--- src/include/uapc_pkg.sv ---
// package: register map, field positions and shared types
package uapc_pkg;
    // ******************************
    // register byte offsets
    // ******************************
    localparam logic [7:0] FN_ADDR_OFF = 8'h00;
    localparam logic [7:0] PWR_OFF = 8'h04;
    localparam logic [7:0] DEV_CTRL_OFF = 8'h08;
    localparam logic [7:0] INTR_OFF = 8'h0c;
    localparam logic [7:0] LINKST_OFF = 8'h10;
    // ******************************
    // power register fields
    // ******************************
    localparam int PWR_ISO = 7;
    localparam int PWR_SOFT = 6;
    localparam int PWR_HS_ENABLE = 5;
    localparam int PWR_HSACT = 4;
    localparam int PWR_RST = 3;
    localparam int PWR_RESUME = 2;
    localparam int PWR_SUSP = 1;
    localparam int PWR_SUSPOE = 0;
    localparam logic [7:0] PWR_RESET_VAL = 8'h20;
    // ******************************
    // common interrupt fields
    // ******************************
    localparam int INT_SOF = 3;
    localparam int INT_RESET = 2;
    localparam int INT_RESUME = 1;
    localparam int INT_SUSPEND = 0;
    localparam int DEV_CTRL_HOST = 2;
    localparam logic [7:0] ZERO8 = 8'h00;

    // token seen on the bus, or token to be issued
    typedef struct packed {
        logic valid;
        logic [1:0] kind;
        logic iso;
        logic [6:0] addr;
    } uapc_token_s;

    typedef enum logic [1:0] {
        TK_OUT = 2'b00,
        TK_IN = 2'b01,
        TK_SOF = 2'b10,
        TK_SETUP = 2'b11
    } uapc_tok_e;

    // line events reported by the transceiver logic
    typedef struct packed {
        logic bus_reset;
        logic resume_seen;
        logic suspend_seen;
        logic hs_ok;
    } uapc_line_s;

    typedef enum logic [1:0] {
        ISO_IDLE = 2'b00,
        ISO_WAIT = 2'b01,
        ISO_SEND = 2'b10
    } uapc_iso_e;
endpackage : uapc_pkg

--- src/verilog/uapc_iso_gate.sv ---
// iso frame-wait gate for a packet marked ready
`timescale 1ns/1ps
`default_nettype none
module uapc_iso_gate (
    // clock and reset
    input wire logic sys_clk_i,
    input wire logic rst_n_i,
    // control
    input wire logic enable_i,
    input wire logic pkt_ready_i,
    input wire logic tok_hit_i,
    input wire logic [1:0] tok_kind_i,
    // result
    output logic send_data_o,
    output logic send_zlp_o
);
    uapc_pkg::uapc_iso_e st_q;

    // ******************************
    // frame wait state
    // ******************************
    // hold until frame start
    always_ff @(posedge sys_clk_i) begin
        if (!rst_n_i) begin
            st_q <= uapc_pkg::ISO_IDLE;
        end else begin
            case (st_q)
                uapc_pkg::ISO_IDLE: begin
                    if (pkt_ready_i && enable_i) begin
                        st_q <= uapc_pkg::ISO_WAIT;
                    end else if (pkt_ready_i) begin
                        st_q <= uapc_pkg::ISO_SEND;
                    end
                end
                uapc_pkg::ISO_WAIT: begin
                    if (tok_hit_i && tok_kind_i == uapc_pkg::TK_SOF) begin
                        st_q <= uapc_pkg::ISO_SEND;
                    end
                end
                uapc_pkg::ISO_SEND: begin
                    if (tok_hit_i && tok_kind_i == uapc_pkg::TK_IN) begin
                        st_q <= uapc_pkg::ISO_IDLE;
                    end
                end
                default: st_q <= uapc_pkg::ISO_IDLE;
            endcase
        end
    end

    always_ff @(posedge sys_clk_i) begin
        if (!rst_n_i) begin
            send_data_o <= 1'b0;
            send_zlp_o <= 1'b0;
        end else begin
            send_data_o <= tok_hit_i && tok_kind_i == uapc_pkg::TK_IN
                && st_q == uapc_pkg::ISO_SEND;
            send_zlp_o <= tok_hit_i && tok_kind_i == uapc_pkg::TK_IN
                && st_q == uapc_pkg::ISO_WAIT;
        end
    end
endmodule : uapc_iso_gate
`default_nettype wire

--- src/verilog/uapc_top.sv ---
// address and power control with apb register access
`timescale 1ns/1ps
`default_nettype none
module uapc_top (
    // clock and reset
    input wire logic sys_clk_i,
    input wire logic rst_n_i,
    // apb slave
    input wire logic psel_i,
    input wire logic penable_i,
    input wire logic pwrite_i,
    input wire logic [7:0] paddr_i,
    input wire logic [31:0] pwdata_i,
    output logic [31:0] prdata_o,
    output logic pready_o,
    output logic pslverr_o,
    // token stream from the packet decoder
    input wire uapc_pkg::uapc_token_s rx_tok_i,
    input wire logic tx_pkt_ready_i,
    output logic tok_accept_o,
    output logic iso_send_data_o,
    output logic iso_send_zlp_o,
    // host token issue
    input wire logic [1:0] host_tok_kind_i,
    output uapc_pkg::uapc_token_s host_tok_o,
    // transceiver line events, from the pin domain
    input wire uapc_pkg::uapc_line_s line_i,
    // transceiver controls
    output logic dp_dm_oe_o,
    output logic hs_allow_o,
    output logic drive_reset_o,
    output logic drive_resume_o,
    output logic host_mode_o,
    output logic suspend_pin_o,
    output logic suspend_pin_oe_o
);
    logic [6:0] fn_addr_q;
    logic [7:0] pwr_q;
    logic host_q;
    logic [3:0] intr_q;
    uapc_pkg::uapc_line_s l_s1_q;
    uapc_pkg::uapc_line_s l_s2_q;
    uapc_pkg::uapc_line_s l_s3_q;
    logic wr_en;
    logic rd_en;
    logic intr_rd;
    logic hit;
    logic rise_rst;
    logic rise_res;
    logic rise_sus;

    // ******************************
    // pin synchronisers
    // ******************************
    always_ff @(posedge sys_clk_i) begin
        if (!rst_n_i) begin
            l_s1_q <= '0;
            l_s2_q <= '0;
            l_s3_q <= '0;
        end else begin
            l_s1_q <= line_i;
            l_s2_q <= l_s1_q;
            l_s3_q <= l_s2_q;
        end
    end
    // edges are taken after the second stage only
    assign rise_rst = l_s2_q.bus_reset && !l_s3_q.bus_reset;
    assign rise_res = l_s2_q.resume_seen && !l_s3_q.resume_seen;
    assign rise_sus = l_s2_q.suspend_seen && !l_s3_q.suspend_seen;

    // ******************************
    // apb decode
    // ******************************
    // zero wait states; unmapped offsets read zero with pslverr
    assign pready_o = 1'b1;
    assign wr_en = psel_i && penable_i && pwrite_i;
    assign rd_en = psel_i && penable_i && !pwrite_i;
    assign intr_rd = rd_en && paddr_i == uapc_pkg::INTR_OFF;
    always_comb begin
        case (paddr_i)
            uapc_pkg::FN_ADDR_OFF, uapc_pkg::PWR_OFF, uapc_pkg::DEV_CTRL_OFF,
            uapc_pkg::INTR_OFF, uapc_pkg::LINKST_OFF: pslverr_o = 1'b0;
            default: pslverr_o = psel_i && penable_i;
        endcase
    end

    always_ff @(posedge sys_clk_i) begin
        if (!rst_n_i) begin
            prdata_o <= 32'h0000_0000;
        end else if (psel_i && !penable_i && !pwrite_i) begin
            case (paddr_i)
                uapc_pkg::FN_ADDR_OFF: prdata_o <= {25'h000_0000, fn_addr_q};
                uapc_pkg::PWR_OFF: prdata_o <= {24'h00_0000, pwr_q};
                uapc_pkg::DEV_CTRL_OFF: prdata_o <= {29'h0, host_q, 2'b00};
                uapc_pkg::INTR_OFF: prdata_o <= {28'h000_0000, intr_q};
                uapc_pkg::LINKST_OFF: prdata_o <= {28'h000_0000, l_s2_q};
                default: prdata_o <= 32'h0000_0000;
            endcase
        end
    end

    // ******************************
    // function address and role
    // ******************************
    always_ff @(posedge sys_clk_i) begin
        if (!rst_n_i) begin
            fn_addr_q <= 7'h00;
        end else if (wr_en && paddr_i == uapc_pkg::FN_ADDR_OFF) begin
            fn_addr_q <= pwdata_i[6:0];
        end
    end

    always_ff @(posedge sys_clk_i) begin
        if (!rst_n_i) begin
            host_q <= 1'b0;
        end else if (wr_en && paddr_i == uapc_pkg::DEV_CTRL_OFF) begin
            host_q <= pwdata_i[uapc_pkg::DEV_CTRL_HOST];
        end
    end
    assign host_mode_o = host_q;

    assign hit = rx_tok_i.valid && !host_q &&
        (rx_tok_i.addr == fn_addr_q || rx_tok_i.kind == uapc_pkg::TK_SOF);
    always_ff @(posedge sys_clk_i) begin
        if (!rst_n_i) begin
            tok_accept_o <= 1'b0;
        end else begin
            tok_accept_o <= hit;
        end
    end

    always_ff @(posedge sys_clk_i) begin
        if (!rst_n_i) begin
            host_tok_o <= '0;
        end else begin
            host_tok_o.valid <= host_q;
            host_tok_o.kind <= host_tok_kind_i;
            host_tok_o.iso <= 1'b0;
            host_tok_o.addr <= fn_addr_q;
        end
    end

    // ******************************
    // iso frame wait
    // ******************************
    // gate instance
    uapc_iso_gate u_iso (
        .sys_clk_i(sys_clk_i),
        .rst_n_i(rst_n_i),
        .enable_i(pwr_q[uapc_pkg::PWR_ISO] && !host_q),
        .pkt_ready_i(tx_pkt_ready_i && rx_tok_i.iso),
        .tok_hit_i(hit),
        .tok_kind_i(rx_tok_i.kind),
        .send_data_o(iso_send_data_o),
        .send_zlp_o(iso_send_zlp_o)
    );

    // ******************************
    // power register; iso, soft, hs enable and suspend oe share one process, other fields one each
    // ******************************
    always_ff @(posedge sys_clk_i) begin
        if (!rst_n_i) begin
            pwr_q[7:5] <= uapc_pkg::PWR_RESET_VAL[7:5];
            pwr_q[0] <= uapc_pkg::PWR_RESET_VAL[0];
        end else if (wr_en && paddr_i == uapc_pkg::PWR_OFF) begin
            pwr_q[7:5] <= pwdata_i[7:5];
            pwr_q[0] <= pwdata_i[0];
        end
    end

    always_ff @(posedge sys_clk_i) begin
        if (!rst_n_i) begin
            pwr_q[uapc_pkg::PWR_HSACT] <= 1'b0;
        end else if (l_s2_q.hs_ok && pwr_q[uapc_pkg::PWR_HS_ENABLE]) begin
            pwr_q[uapc_pkg::PWR_HSACT] <= 1'b1;
        end else if (!pwr_q[uapc_pkg::PWR_HS_ENABLE]) begin
            pwr_q[uapc_pkg::PWR_HSACT] <= 1'b0;
        end
    end

    // reset: host writes, peripheral mirrors bus
    always_ff @(posedge sys_clk_i) begin
        if (!rst_n_i) begin
            pwr_q[uapc_pkg::PWR_RST] <= 1'b0;
        end else if (host_q) begin
            if (wr_en && paddr_i == uapc_pkg::PWR_OFF) begin
                pwr_q[uapc_pkg::PWR_RST] <= pwdata_i[uapc_pkg::PWR_RST];
            end
        end else begin
            pwr_q[uapc_pkg::PWR_RST] <= l_s2_q.bus_reset;
        end
    end

    // host self-sets resume; set wins over write
    always_ff @(posedge sys_clk_i) begin
        if (!rst_n_i) begin
            pwr_q[uapc_pkg::PWR_RESUME] <= 1'b0;
        end else if (host_q && rise_res && pwr_q[uapc_pkg::PWR_SUSP]) begin
            pwr_q[uapc_pkg::PWR_RESUME] <= 1'b1;
        end else if (wr_en && paddr_i == uapc_pkg::PWR_OFF) begin
            pwr_q[uapc_pkg::PWR_RESUME] <= pwdata_i[uapc_pkg::PWR_RESUME];
        end
    end

    // peripheral set on suspend, cleared by read or resume
    always_ff @(posedge sys_clk_i) begin
        if (!rst_n_i) begin
            pwr_q[uapc_pkg::PWR_SUSP] <= 1'b0;
        end else if (host_q) begin
            if (wr_en && paddr_i == uapc_pkg::PWR_OFF) begin
                pwr_q[uapc_pkg::PWR_SUSP] <= pwdata_i[uapc_pkg::PWR_SUSP];
            end
        end else if (rise_sus) begin
            pwr_q[uapc_pkg::PWR_SUSP] <= 1'b1;
        end else if (intr_rd || pwr_q[uapc_pkg::PWR_RESUME]) begin
            pwr_q[uapc_pkg::PWR_SUSP] <= 1'b0;
        end
    end

    // ******************************
    // common interrupt flags
    // ******************************
    // read clears; a same-cycle event still sets
    always_ff @(posedge sys_clk_i) begin
        if (!rst_n_i) begin
            intr_q <= 4'h0;
        end else begin
            intr_q <= (intr_rd ? 4'h0 : intr_q) | {
                hit && rx_tok_i.kind == uapc_pkg::TK_SOF,
                rise_rst, rise_res && pwr_q[uapc_pkg::PWR_SUSP],
                rise_sus && !host_q};
        end
    end

    // ******************************
    // transceiver controls
    // ******************************
    always_ff @(posedge sys_clk_i) begin
        if (!rst_n_i) begin
            dp_dm_oe_o <= 1'b0;
            hs_allow_o <= 1'b1;
            drive_reset_o <= 1'b0;
            drive_resume_o <= 1'b0;
            suspend_pin_o <= 1'b0;
            suspend_pin_oe_o <= 1'b0;
        end else begin
            dp_dm_oe_o <= host_q || pwr_q[uapc_pkg::PWR_SOFT];
            hs_allow_o <= pwr_q[uapc_pkg::PWR_HS_ENABLE];
            drive_reset_o <= host_q && pwr_q[uapc_pkg::PWR_RST];
            // resume while suspended; software ends it
            drive_resume_o <= pwr_q[uapc_pkg::PWR_RESUME]
                && (pwr_q[uapc_pkg::PWR_SUSP] || drive_resume_o);
            suspend_pin_o <= pwr_q[uapc_pkg::PWR_SUSP];
            suspend_pin_oe_o <= pwr_q[uapc_pkg::PWR_SUSPOE];
        end
    end

    // ******************************
    // checks
    // ******************************
    AST_ADDR_MATCH: assert property (
        @(posedge sys_clk_i) disable iff (!rst_n_i)
        tok_accept_o |-> $past(rx_tok_i.addr) == $past(fn_addr_q)
        || $past(rx_tok_i.kind) == uapc_pkg::TK_SOF)
        else $error("token accepted with wrong address");
    AST_ROLE: assert property (
        @(posedge sys_clk_i) disable iff (!rst_n_i)
        wr_en && paddr_i == uapc_pkg::DEV_CTRL_OFF
        |=> host_q == $past(pwdata_i[uapc_pkg::DEV_CTRL_HOST]))
        else $error("role bit not taken");
    AST_HOST_ADDR: assert property (
        @(posedge sys_clk_i) disable iff (!rst_n_i)
        host_q |=> host_tok_o.addr == $past(fn_addr_q))
        else $error("host token address wrong");
    AST_SOFT: assert property (
        @(posedge sys_clk_i) disable iff (!rst_n_i)
        !host_q && !pwr_q[6] ##1 !host_q |-> !dp_dm_oe_o)
        else $error("drivers on while detached");
    AST_HS_ENABLE: assert property (
        @(posedge sys_clk_i) disable iff (!rst_n_i)
        !pwr_q[5] |=> !hs_allow_o && !pwr_q[4])
        else $error("hs allowed while disabled");
    AST_HSACT: assert property (
        @(posedge sys_clk_i) disable iff (!rst_n_i)
        l_s2_q.hs_ok && pwr_q[5] |=> pwr_q[4])
        else $error("hs active not set");
    AST_RESET: assert property (
        @(posedge sys_clk_i) disable iff (!rst_n_i)
        !host_q ##1 !host_q |-> pwr_q[3] == $past(l_s2_q.bus_reset))
        else $error("reset bit not tracking bus");
    AST_RESUME: assert property (
        @(posedge sys_clk_i) disable iff (!rst_n_i)
        drive_resume_o |-> $past(pwr_q[2]))
        else $error("resume driven without bit");
    AST_SELF_RES: assert property (
        @(posedge sys_clk_i) disable iff (!rst_n_i)
        host_q && rise_res && pwr_q[1] |=> pwr_q[2])
        else $error("host resume not self set");
    AST_SUSP_CLR: assert property (
        @(posedge sys_clk_i) disable iff (!rst_n_i)
        !host_q && intr_rd && !rise_sus |=> !pwr_q[1])
        else $error("suspend not cleared by read");
    AST_SUSP_PIN: assert property (
        @(posedge sys_clk_i) disable iff (!rst_n_i)
        suspend_pin_oe_o |-> $past(pwr_q[0]))
        else $error("suspend pin driven without enable");
    AST_INTR_CLR: assert property (
        @(posedge sys_clk_i) disable iff (!rst_n_i)
        intr_rd && !rise_rst && !rise_res && !rise_sus && !hit
        |=> intr_q == 4'h0)
        else $error("flags survive read");
endmodule : uapc_top
`default_nettype wire

--- config.mk ---
export PLATFORM = sky130hd
export DESIGN_NAME = uapc_top
export DESIGN_NICKNAME = d
export VERILOG_FILES = /design/src/include/uapc_pkg.sv /design/src/verilog/uapc_iso_gate.sv /design/src/verilog/uapc_top.sv
export SDC_FILE = /design/constraint.sdc
export NUM_CORES = 1
export LEC_CHECK = 0
export BUFFER_PORTS_ARGS = -buffer_cell sky130_fd_sc_hd__buf_2
export CAP_MARGIN = 20
export CORE_MARGIN = 2
export CORE_UTILIZATION = 40
export CTS_CLUSTER_DIAMETER = 150
export DETAILED_ROUTE_END_ITERATION = 6
export GPL_TIMING_DRIVEN = 0
export PLACE_DENSITY = 0.81
export RECOVER_POWER = 100
export SYNTH_ARGS = -nofsm -noshare
export SYNTH_HDL_FRONTEND = slang
export SYNTH_SLANG_ARGS = --single-unit
export TNS_END_PERCENT = 10
--- constraint.sdc ---
create_clock -name sys_clk_i -period 2.1 [get_ports sys_clk_i]
set_input_delay 0.105 -clock sys_clk_i [delete_from_list [all_inputs] [get_ports sys_clk_i]]
set_output_delay 0.105 -clock sys_clk_i [all_outputs]
set_load 0.01 [all_outputs]
==> out/results.tsv <==
stage	metric	value	unit
run_status	status	finished, final reports clean	
route	drtPass1Iterations	4	
grt	antenna_found_initial	0	
synth	synth_area_leaders	dfxtp_1 (46%), mux2i_1 (8.8%), buf_4 (7.5%), nor2b_1 (5.8%), and2_1 (5.5%)	
route	routed_via_density	4.71	
placement	gp_congestion	0.869	
clock_tree	htree_levels	3	
timing	worstMarginPinSlew	825	ps
timing	setup_viol	0	
clock_tree	cts_hold_buf	6	
placement	placed_cells	437	
setup_path	cp-startpoint	fn_addr_q[1]$_SDFFE_PN0P_	
die	start_util	0.413	
timing	finalCritPeriodShare	0.834	
grt	grt_pass1_vias	2112	
route	drt-wirelength-per-cell	13.5	um
synth	synth_async_sr_flop_share	0	
setup_path	path_buf_inv	0	
route	via_count	2163	
synth	netlist_area	0.00260	mm^2
power	p_sw_frac	0.223	
timing	rsz0062_at_grt	no	
cells_and_area	stdcell_count	459	
clock_tree	insertion_delay	330	ps
clock_tree	clk_pin_slew	70	ps
power	combPwrFrac	0.085	
clock_tree	clock_sinks	60	
power	p_per_area	744	mW/mm^2
cells_and_area	multi_input_area	0.00124	mm^2
cells_and_area	fillers	648	
power	p_int	1.94	mW
timing	hold_violations	0	
die	rows	29	
grt	grt_overflow_total	0	
timing	fin_tns_setup	0	ps
clock_tree	cts_tree	built	
clock_tree	clockRootBuffer	clkbuf_8	
synth	ys_seq_area_frac	0.461	
route	ant_nets	0	
synth	ys_types	38	
cells_and_area	fin_area	0.00335	mm^2
hold_path	min_path_type	in -> reg	
cells_and_area	num-nets-final	440	
synth	synthFlopType	dfxtp_1	
setup_path	rr_startpoint	fn_addr_q[1]$_SDFFE_PN0P_	
setup_path	cp.required	2350	ps
timing	maxSlewViolCount	0	
synth	synth_edf_count	0	
setup_path	worstSetupEndpoint	u_iso.send_data_o$_SDFF_PN0_	
synth	netlist.area_leader.share	0.461	
route	routed_wirelength	6.19	mm
placement	port_buffers	66	
setup_path	slowest_stage	nor4_1	
power	clkPwrFrac	0.447	
die	die_x	84.7	um
cells_and_area	synthToLayoutAreaGrowth	28.6	%
timing	max_slew_margin	0.445	
synth	synth_seq_cells	60	
power	power_frac_seq	0.467	
setup_path	cp_num_cells	4	
setup_path	rr_endpoint	u_iso.send_data_o$_SDFF_PN0_	
die	die-area	0.00717	mm^2
setup_path	path_max_fanout	4	
die	die_h	84.7	um
synth	yosysWarnings	0	
power	power.leakage	1.48	nW
timing	worst_hold_slack	29.5	ps
clock_tree	clock_path_buffers	2	
timing	max_freq	571	MHz
route	route.detailed.drc	0	
die	pin_count	118	
setup_path	start_kind	flip-flop	
setup_path	crit_family	simple AND/OR/NAND/NOR gates	
die	core_area	0.00631	mm^2
cells_and_area	final_util	0.531	
timing	clock_skew	8.19	ps
setup_path	crit_arrival	2010	ps
setup_path	path_cells	xor2_1 > nor4_1 > nand4_1 > nor3_1	
clock_tree	postCtsSetupRepairBufs	0	
power	peakVddDrop	0.000442	V
synth	synth.avg_cell_area	9.65	um^2
placement	hpwl	4.58	mm
cells_and_area	layout-drive-gt1-share	0.207	
setup_path	r2r_cells	4	
synth	synth_top_area_cell	dfxtp_1	
grt	grt_start_max_net_pins	11	
power	switching_power	0.556	mW
run	cap_violations	0	
synth	netlist_instances	270	
setup_path	cp-end-kind	flip-flop	
cells_and_area	antennaDiodeCount	0	
clock_tree	cts_buffers	9	
clock_tree	cts.repair.resized	0	
setup_path	r2r_slack	350	ps
route	drtIter0Drc	120	
timing	fin_crit	1750	ps
grt	grt.total_usage	0.178	
setup_path	cp_slowest_stage_delay	720	ps
setup_path	worstSetupPathType	reg -> reg	
placement	placed_area	0.00312	mm^2
grt	grt_pass1_wl	9.97	mm
cells_and_area	regArea	0.00120	mm^2
## synth_stat cells, types with 3 or more instances
cell      count
dfxtp_1      60
nand2_1      14
and2_1       23
nor2_1        9
nor4_1        3
o21ai_0       8
a21oi_1      11
xor2_1        7
buf_4        26
nor2b_1      24
nor3_1        5
nor3b_1       3
nand2b_1      5
nand4_1       6
clkbuf_1      9
and3_1        3
inv_1         3
a21boi_0      3
mux2i_1      23
## worst register-to-register path: stages (launching register included)
cell and delay (ps):
dfxtp_1 360, xor2_1 170, nor4_1 720, nand4_1 230
nor3_1 200
## state kept, by name, indices dropped and copies added, names as in the netlist, 2 cells and up
| name | flops |
|---|---|
| prdata_o | 8 |
| host_tok_o | 10 |
| fn_addr_q | 7 |
| l_s2_q | 4 |
| u_iso.st_q | 2 |
| pwr_q | 8 |
| intr_q | 4 |
| l_s1_q | 4 |
| l_s3_q | 3 |
## cells by family after synthesis
kind of cell / count (synthesis) / share of synthesized area
other cells: 2 / 0.00288
mux: 23 / 0.0884
flops: 60 / 0.461
xor+xnor: 7 / 0.0235
buf+inv: 39 / 0.0975
compound gates: 35 / 0.0874
simple gates: 104 / 0.239
## power by group through the flow
stage	combinational [mW]	sequential (mW)	clock, mW
after CTS	0.214	1.16	1.13
after global placement	0.201	1.19	0
after detailed placement	0.204	1.19	0
after global routing	0.235	1.17	1.19
final	0.212	1.16	1.11
after floorplan	0.134	1.19	0
## cell type report
| cell class | count | share of cell area |
|---|---|---|
| sequential | 60 | 0.358 |
| inverter | 3 | 0.00336 |
| tap | 77 | 0.0288 |
| clock inverter | 3 | 0.0127 |
| multi-input combinational | 195 | 0.369 |
| clock buffer | 13 | 0.0534 |
| timing repair buffer | 72 | 0.105 |
| buffer | 36 | 0.0695 |
## layer usage
metal	vias to the layer above	routed length, um	track usage
li1	1089	-	-
met1	984	2700	0.214
met2	75	2950	0.295
met3	15	418	0.0580
met5	-	0	0
met4	0	119	0.0693
## layout by cell type (no fill, tap or decap), types with 3 or more instances in the layout
master,netlist,routed
and3_1,3,3
a21boi_0,3,3
o21ai_0,8,8
nor4_1,3,3
dlygate4sd3_1,0,6
nor3b_1,3,3
xor2_1,7,7
nor2_1,9,9
nand2b_1,5,5
nor3_1,5,5
nand2_1,14,14
buf_2,0,35
conb_1,2,26
and2_0,0,11
clkbuf_8,1,13
mux2i_1,23,23
and2_1,23,12
a21oi_1,11,11
nor2b_1,24,24
nand4_1,6,6
inv_1,3,3
clkbuf_1,9,41
buf_4,26,26
dfxtp_1,60,60
## stage by stage
| step | setup slack, ps | power, mW |
|---|---|---|
| global placement | 243 | 1.39 |
| global route | 224 | 2.59 |
| floorplan | 528 | 1.32 |
| finish | 348 | 2.49 |
| detailed placement | 189 | 1.39 |
| CTS | 389 | 2.51 |
## worst min-delay path by stage
stage	slack, ps	end	startpoint	cells past startpoint
after floorplan	230	pwr_q[5]$_SDFFE_PN1P_	pwdata_i[5]	2
after global placement	310	host_tok_o[8]$_SDFF_PN0_	host_tok_kind_i[0]	2
after detailed placement	310	l_s1_q[3]$_SDFF_PN0_	line_i[3]	2
after CTS	10	pwr_q[5]$_SDFFE_PN1P_	pwdata_i[5]	3
after global routing	40	pwr_q[5]$_SDFFE_PN1P_	pwdata_i[5]	3
final	30	pwr_q[5]$_SDFFE_PN1P_	pwdata_i[5]	3
Power figures use the tool's default switching activity.
